**config.mk**
```make
export PLATFORM = sky130hd
export DESIGN_NAME = oit_execute
export DESIGN_NICKNAME = d
export VERILOG_FILES = /design/src/logic/oit_pkg.sv /design/src/logic/oit_execute.sv
export SDC_FILE = /design/constraint.sdc
export NUM_CORES = 1
export LEC_CHECK = 0
export ABC_AREA = 1
export BUFFER_PORTS_ARGS = -buffer_cell sky130_fd_sc_hd__buf_2
export CORE_ASPECT_RATIO = 1.1
export CORE_MARGIN = 2
export CORE_UTILIZATION = 30
export DETAILED_ROUTE_END_ITERATION = 6
export SLEW_MARGIN = 10
export SYNTH_ARGS = -nofsm -noshare
export SYNTH_HDL_FRONTEND = slang
export SYNTH_SLANG_ARGS = --single-unit
```
**constraint.sdc**
```tcl
create_clock -name core_clk -period 1.35 [get_ports core_clk]
set_input_delay 0.27 -clock core_clk [delete_from_list [all_inputs] [get_ports core_clk]]
set_output_delay 0.27 -clock core_clk [all_outputs]
set_load 0.05 [all_outputs]
```
**src/logic/oit_pkg.sv**
```systemverilog
// package of constants and types for the or-into-target execute slice
package oit_pkg;
  // instruction word layout (14-bit)
  localparam int INSN_W    = 14;
  localparam int ADDR_W    = 7;
  localparam int DATA_W    = 8;
  localparam int OP_HI     = 13;
  localparam int OP_LO     = 8;
  localparam int DEST_BIT  = 7;
  localparam int LIT_OP_LO = 10;
  // opcode fields
  localparam logic [5:0] OP_IOR   = 6'h04;
  localparam logic [5:0] OP_COPY  = 6'h08;
  localparam logic [3:0] OP_LIT   = 4'hC;
  localparam logic       DEST_ACC = 1'h0;
  localparam logic       DEST_REG = 1'h1;
  // reset values
  localparam logic [7:0] ACC_RST  = 8'h00;
  localparam logic [7:0] ZERO_B   = 8'h00;

  // four-phase instruction cycle, one-hot
  typedef enum logic [3:0]
  {
    PH_DECODE  = 4'b0001,
    PH_READ    = 4'b0010,
    PH_PROCESS = 4'b0100,
    PH_WRITE   = 4'b1000
  } oit_phase_t;

  // register file write request
  typedef struct packed
  {
    logic             en;
    logic [ADDR_W-1:0] addr;
    logic [DATA_W-1:0] data;
  } oit_wr_t;
endpackage
```
**src/logic/oit_execute.sv**
```systemverilog
// or-into-target execute slice with literal load and register copy
`timescale 1ns/1ps
// Summary of operation
// - OR operation combines accumulator and addressed file register bitwise.
// - Target bit zero: result to accumulator, file register untouched.
// - Target bit one: result written back to addressed file register.
// - Decode opcode 00 0100 d fff ffff; zero flag follows result.
// - Register address is seven bits, 0..127; target bit is 0 or 1.
module oit_execute
  import oit_pkg::*;
(
  input  wire logic              core_clk,
  input  wire logic              srst,
  input  wire logic [INSN_W-1:0] insn,
  input  wire logic [DATA_W-1:0] rf_rdata,
  output logic      [ADDR_W-1:0] rf_raddr,
  output oit_wr_t                rf_wr,
  output logic      [DATA_W-1:0] acc,
  output logic                   zero_flag,
  output oit_phase_t             phase
);

  // ==========================================================
  // decode
  // ==========================================================
  // instruction is sampled at decode so a mid-cycle change is harmless
  // all decode below reads the held word, never the live input, so the
  // feeding stage may move on to the next word once decode has passed
  // unknown opcodes fall through every select: no write, flags kept
  logic [INSN_W-1:0] ir;
  logic [DATA_W-1:0] opnd;
  logic [DATA_W-1:0] result;
  oit_phase_t        next_phase;

  wire              is_ior   = ir[OP_HI:OP_LO] == OP_IOR;
  wire              is_copy  = ir[OP_HI:OP_LO] == OP_COPY;
  wire              is_lit   = ir[OP_HI:LIT_OP_LO] == OP_LIT;
  wire              dest     = ir[DEST_BIT];
  wire [ADDR_W-1:0] f_addr   = ir[ADDR_W-1:0];
  wire [DATA_W-1:0] lit      = ir[DATA_W-1:0];
  wire [DATA_W-1:0] or_val   = acc | opnd;
  wire              wr_reg   = (is_ior | is_copy) & (dest == DEST_REG);
  wire              wr_acc   = ((is_ior | is_copy) & (dest == DEST_ACC))
                               | is_lit;

  // ==========================================================
  // phase sequencer
  // ==========================================================
  // free-running four-phase ring; one instruction per lap, no stalls
  // an illegal code falls back to decode rather than locking up
  always_comb
  begin
    case (phase)
      PH_DECODE:  next_phase = PH_READ;
      PH_READ:    next_phase = PH_PROCESS;
      PH_PROCESS: next_phase = PH_WRITE;
      PH_WRITE:   next_phase = PH_DECODE;
      default:    next_phase = PH_DECODE;
    endcase
  end

  always_ff @(posedge core_clk)
  begin
    if (srst)
      phase <= PH_DECODE;
    else
      phase <= next_phase;
  end

  // ==========================================================
  // datapath: latch insn, read f, process, write destination
  // ==========================================================
  // read address is latched from the live word at decode so the file
  // register answers in time for the read phase; the operand is then
  // held so the file may change under us during process and write
  // result is registered to keep the write-back path short
  always_ff @(posedge core_clk)
  begin
    if (srst)
    begin
      ir       <= '0;
      rf_raddr <= '0;
      opnd     <= ZERO_B;
      result   <= ZERO_B;
    end
    else
    begin
      if (phase == PH_DECODE)
      begin
        ir       <= insn;
        rf_raddr <= insn[ADDR_W-1:0];
      end
      if (phase == PH_READ)
        opnd <= rf_rdata;
      if (phase == PH_PROCESS)
        result <= is_ior ? or_val : (is_lit ? lit : opnd);
    end
  end

  // write-back phase; write strobe is one clock wide
  always_ff @(posedge core_clk)
  begin
    if (srst)
    begin
      acc       <= ACC_RST;
      zero_flag <= 1'b0;
      rf_wr     <= '0;
    end
    else
    begin
      rf_wr.en <= 1'b0;
      if (phase == PH_WRITE)
      begin
        if (wr_acc)
          acc <= result;
        if (wr_reg)
        begin
          rf_wr.en   <= 1'b1;
          rf_wr.addr <= f_addr;
          rf_wr.data <= result;
        end
        // literal load leaves flags alone
        if (is_ior | is_copy)
          zero_flag <= (result == ZERO_B);
      end
    end
  end

  // ==========================================================
  // checks
  // ==========================================================
  ior_acc_a : assert property (@(posedge core_clk) disable iff (srst)
    (phase == PH_WRITE && is_ior && dest == DEST_ACC)
    |=> (acc == ($past(acc) | $past(opnd))) && !rf_wr.en)
    else $error("or to accumulator wrong");

  ior_reg_a : assert property (@(posedge core_clk) disable iff (srst)
    (phase == PH_WRITE && is_ior && dest == DEST_REG)
    |=> rf_wr.en && rf_wr.addr == $past(f_addr)
        && rf_wr.data == ($past(acc) | $past(opnd)) && $stable(acc))
    else $error("or to register wrong");

  or_result_a : assert property (@(posedge core_clk) disable iff (srst)
    (phase == PH_PROCESS && is_ior) |=> result == ($past(acc) | $past(opnd)))
    else $error("or result wrong");

  zero_upd_a : assert property (@(posedge core_clk) disable iff (srst)
    (phase == PH_WRITE && is_ior)
    |=> zero_flag == (($past(acc) | $past(opnd)) == ZERO_B))
    else $error("zero flag wrong");

  addr_lat_a : assert property (@(posedge core_clk) disable iff (srst)
    (phase == PH_DECODE) |=> ##1 rf_raddr == $past(insn[ADDR_W-1:0], 2))
    else $error("address not latched");

  lit_load_a : assert property (@(posedge core_clk) disable iff (srst)
    (phase == PH_WRITE && is_lit)
    |=> acc == $past(lit) && $stable(zero_flag) && !rf_wr.en)
    else $error("literal load wrong");

  // ----------------------------------------------------------
  // register copy, refused words and sequencing
  // ----------------------------------------------------------
  // copy to accumulator: operand lands, flag follows it, no file write
  copy_acc_a : assert property (@(posedge core_clk) disable iff (srst)
    (phase == PH_WRITE && is_copy && dest == DEST_ACC)
    |=> acc == $past(opnd) && zero_flag == ($past(opnd) == ZERO_B)
        && !rf_wr.en)
    else $error("copy to accumulator wrong");

  // copy to file: written back to the same address it was read from
  copy_reg_a : assert property (@(posedge core_clk) disable iff (srst)
    (phase == PH_WRITE && is_copy && dest == DEST_REG)
    |=> rf_wr.en && rf_wr.addr == $past(f_addr)
        && rf_wr.data == $past(opnd) && $stable(acc))
    else $error("copy to register wrong");

  // a word that decodes to nothing must leave accumulator, flag and file write alone
  refuse_op_a : assert property (@(posedge core_clk) disable iff (srst)
    (phase == PH_WRITE && !is_ior && !is_copy && !is_lit)
    |=> !rf_wr.en && $stable(acc) && $stable(zero_flag))
    else $error("unknown opcode changed state");

  // file write strobe never stretches over two clocks
  wr_pulse_a : assert property (@(posedge core_clk) disable iff (srst)
    rf_wr.en |=> !rf_wr.en)
    else $error("write strobe too long");

  // exactly one phase active at all times
  phase_hot_a : assert property (@(posedge core_clk) disable iff (srst)
    $onehot(phase))
    else $error("phase not one-hot");

  // every instruction completes in one four-phase cycle
  phase_step_a : assert property (@(posedge core_clk) disable iff (srst)
    (phase == PH_WRITE) |=> phase == PH_DECODE)
    else $error("phase did not wrap");

  // accumulator and flag only move on the edge leaving write
  acc_hold_a : assert property (@(posedge core_clk) disable iff (srst)
    (phase != PH_WRITE) |=> $stable(acc) && $stable(zero_flag))
    else $error("state changed outside write");

  // no file write can start outside the write phase
  wr_window_a : assert property (@(posedge core_clk) disable iff (srst)
    (phase != PH_WRITE) |=> !rf_wr.en)
    else $error("file write outside write phase");

endmodule

```
# Word-level counts from Yosys, hierarchy flattened
# Index checks and enable logic that the tools add are counted.
[classes]
add_sub_neg = 0
bitwise_logic = 7
order_cmp = 0
n_mux = 4
div_mod_pow = 0
shift = 0
eq_ne = 7
multipliers = 0
reduce_logical = 5
[ops]
columns = ["cell", "n"]
rows = [
  ["$mux W16", 1],
  ["$mux W8", 2],
  ["$pmux W4 S3", 1],
  ["$eq A4 B4 Y1 const B", 2],
  ["$logic_not A8 Y1", 1],
  ["$or A8 B8 Y8", 1],
  ["$eq A6 B3 Y1 const B", 1],
  ["$eq A6 B4 Y1 const B", 1],
  ["$reduce_and A2 Y1", 3],
  ["$eq A4 B1 Y1 const B", 1],
  ["$eq A4 B2 Y1 const B", 1],
  ["$eq A4 B3 Y1 const B", 1],
  ["$and A1 B1 Y1", 2],
  ["$not A1 Y1", 2],
  ["$or A1 B1 Y1", 2],
  ["$reduce_or A2 Y1", 1],
]
[word_totals]
register_bits = 66
mem_count = 0
out_inout_bits = 36
latchBits = 0
inputBits = 24
elab_cells = 33
mem_bits_ro = 0
ram_bits = 0

# Longest topological paths before layout
[logic_depth]
depth_word = 5
depth_mapped = 9
depth_no_buf = 9

# Least setup slack after synthesis
# No wires, ideal clock.
[synth_timing]
path_type = "register -> register"
start = "reg phase[3]"
end = "reg acc[0]"
stages_incl_launch_ff = 8
t_required_ns = 1.235
setup_ns = 0.115
arrival_ns = 1.551
path_slack_ns = -0.316
path_cell_list = "dfxtp_1 nand2_2 nor2_4 buf_12 nand2_8 buf_6 a21oi_1 nor2_1"
[synth_between]
elab_chain_len = 2
[synth_rtl]
columns = ["element", "line_no", "rtl"]
rows = [
  ["start, declared", "oit_execute.sv:20", "output oit_phase_t phase"],
  ["start signal, assigned", "oit_execute.sv:67", "phase <= next_phase;"],
  ["$eq A4 B4 Y1", "oit_execute.sv:112", "if (phase == PH_WRITE)"],
  ["$reduce_and A2 Y1 (no source line)", "n/a", ""],
  ["end signal, assigned", "oit_execute.sv:115", "acc <= result;"],
  ["end, declared", "oit_execute.sv:18", "output logic [DATA_W-1:0] acc,"],
]
# No other way between the ends.
# A chain may end at the register's enable or synchronous reset.

# Worst setup path in the final report
[layout_timing]
start = "reg rf_raddr[3]"
end = "out rf_raddr[3]"
[layout_lines]
columns = ["element", "line_no", "rtl"]
rows = [
  ["start, declared", "oit_execute.sv:16", "output logic [ADDR_W-1:0] rf_raddr,"],
  ["start signal, assigned", "oit_execute.sv:91", "rf_raddr <= insn[ADDR_W-1:0];"],
]
# No word-level cell between the ends.

==> flow_metrics.tcl <==
set metrics [dict create \
    gr-max-usage-layer "met2" \
    synth_top_flop_cell "dfxtp_1" \
    synth_area_um2 2700 \
    cp_top_family "flip-flops" \
    combPwrFrac 0.270 \
    start_kind "register" \
    status "complete, no violations" \
    syn-instance-count 366 \
    worstPathCellList "buf_2" \
    drtPass1Iterations 4 \
    path_class "reg2out" \
    num_rows 36 \
    fmax_mhz 767 \
    wire_per_inst_um 12.6 \
    max-slew-margin-rel 0.775 \
    p_per_area_nw_per_um2 1380 \
    finalMaxSlewViolations 0 \
    worst_slew_pin_slew_ns 0.334 \
    ctsHoldBuffers 0 \
    vias_per_cell 4.56 \
    yosys_warnings 0 \
    drive_gt1_frac 0.332 \
    core_um2 8780 \
    ir_drop_v 0.000412 \
    max-cap-violations 0 \
    pwr-share-clk 0.302 \
    required_ns 1.08 \
    grt_use_met1 0.193 \
    vias 2527 \
    synth_nets 390 \
    avgSynthCellArea_um2 7.38 \
    placed_cells 528 \
    grt_usage 0.148 \
    start_util 0.307 \
    timing_hold_violations_final 0 \
    synth_common_cells "nand2_1 (74), nor2_1 (67), dfxtp_1 (59)" \
    routed_wl_um 7000 \
    path_clk_slew_ns 0.06 \
    port_buffers 59 \
    initialDrtViolationCount 99 \
    htree_levels 3 \
    cts_buffers 9 \
    diodes 0 \
    synthTopCellsByArea "dfxtp_1 (44%), nand2_1 (10%), nor2_1 (9.3%)" \
    critPathArrivalTime_ns 1.03 \
    drc 0 \
    dp_hpwl_um 5010 \
    area.sequential_um2 1200 \
    p_sw_frac 0.347 \
    setup_viol 0 \
    antenna_found_initial 0 \
    gr-total-overflow 0 \
    synth_edf_count 0 \
    die_w_um 94.5 \
    met3_usage 0.0342 \
    synth_top_cell_area_share 0.437 \
    syn2layout_area_growth_pct 29.3 \
    yosysUniqueCellTypes 28 \
    fillers 954 \
    ant_nets 0 \
    power.switching_mw 1.68 \
    p_leak_nw 1.64 \
    clockBufferDepth 2 \
    skew_ns 0.00412 \
    clock_latency_ns 0.34 \
    finalNonFillerCells 554 \
    die-area_um2 9780 \
    path_buf_inv 1 \
    seq_power_share 0.428 \
    grt_util_met2 0.236 \
    numClockSinks 59 \
    fin_area_um2 3490 \
    ys_async_sr_fraction 0 \
    cts_tree "built" \
    fin_crit_sh 0.966 \
    clock-root-buffer "clkbuf_8" \
    multi_input_area_um2 1310 \
    ios 60 \
    p_int_mw 3.15 \
    endpoint_kind "output pin" \
    rsz0062_at_grt "yes" \
    post-route-min-period_ns 1.30 \
    min_path_type "in2reg" \
    die_h_um 104 \
    routabilityCongestion 0.828 \
    critPathMaxFanout 4 \
    yosys_register_bits 59 \
    synth_seq_area_share 0.437 \
    grt_pass1_vias 2317 \
    slowest_stage "dfxtp_1" \
    synth.most_common_cell "nand2_1" \
    placed_cell_area_um2 3120 \
    fin_util 0.397 \
    yosysTopAreaCell "dfxtp_1" \
    layout.nets 460 \
    grt_pass1_wl_um 11300 \
    grt_max_degree 25 \
    slowest_delay_ns 0.40 \
]
## stage by stage
step / TNS, ns / setup WS [ns] / hold WS (ns) / total power, mW
after floorplan: 0 / 0.00297 / 0.405 / 2.99
after global routing: -0.141 / -0.0427 / 0.162 / 5.09
after detailed placement: -0.0898 / -0.0898 / 0.449 / 3.24
after CTS: -0.00868 / -0.00868 / 0.146 / 4.77
final: 0 / 0.0465 / 0.152 / 4.83
after global placement: -0.0435 / -0.0435 / 0.450 / 3.22
## flip-flops by register name (all words and copies together), names as in the netlist
register,flops
opnd,8
result,8
rf_raddr,6
zero_flag,1
phase,4
ir,8
rf_wr,16
acc,8
## power groups by stage
stage          Sequential [mW]  Clock, mW  Combinational, mW
2_1_floorplan             2.10          0              0.897
3_3_place_gp              2.08          0               1.14
3_5_place_dp              2.09          0               1.15
4_1_cts                   2.05       1.50               1.22
5_1_grt                   2.10       1.57               1.42
6_report                  2.07       1.46               1.30
## cell usage in the layout, fill, tap and decap left out
cell type  count
a21oi_1       24
a21oi_2        6
buf_12         4
buf_2         55
buf_4         18
buf_6          2
clkbuf_1       1
clkbuf_4       3
clkbuf_8      12
clkinv_2       2
dfxtp_1       52
dfxtp_2        3
dfxtp_4        4
inv_1         23
inv_2          5
inv_4          3
nand2_1       73
nand2_2        2
nand2_4        4
nand2_8        1
nand3_1       15
nand3_2        4
nand3_4        4
nand4_1       17
nor2_1        65
nor2_2         2
nor2_4         2
nor2_8         1
nor3_1         1
nor3_2         2
nor3_4         1
nor4_1         1
o21ai_0       19
o21ai_1        3
or2_2          6
## layout make-up
| cell class | count | area share |
|---|---|---|
| well taps | 114 | 0.0409 |
| flip-flops and latches | 59 | 0.344 |
| clock buffers | 13 | 0.0484 |
| inverters | 31 | 0.0355 |
| multi-input cells | 253 | 0.375 |
| clock inverters | 2 | 0.00287 |
| repair buffers | 82 | 0.153 |
## repair_timing
action | 4_1_cts | 5_1_grt
pin swaps | 0 | 10
buffers inserted | 4 | 5
gates cloned | 0 | 2
resized for setup | 2 | 24
endpoints found under the setup margin | 3 | 41
## per-layer routing
layer,wire (um),part of all wire
met5,0,0
met4,115,0.016
met3,390,0.056
met2,3240,0.46
met1,3240,0.46
## cell families after synthesis
| group | after synthesis | share of synthesized area |
|---|---|---|
| compound gates | 52 | 0.101 |
| flops | 59 | 0.437 |
| simple gates | 199 | 0.354 |
| buf+inv | 56 | 0.108 |
## final timing paths
kind,from,end,slack (ns),cells past startpoint
worst max-delay path,rf_raddr[3],rf_raddr[3],0.05,1
worst min-delay path,rf_rdata[3],opnd[3],0.15,3
worst max register to register,ir[10],rf_wr[2],0.07,8
worst min register to register,rf_wr[10],rf_wr[10],0.46,2
Power figures use the tool's default switching activity.
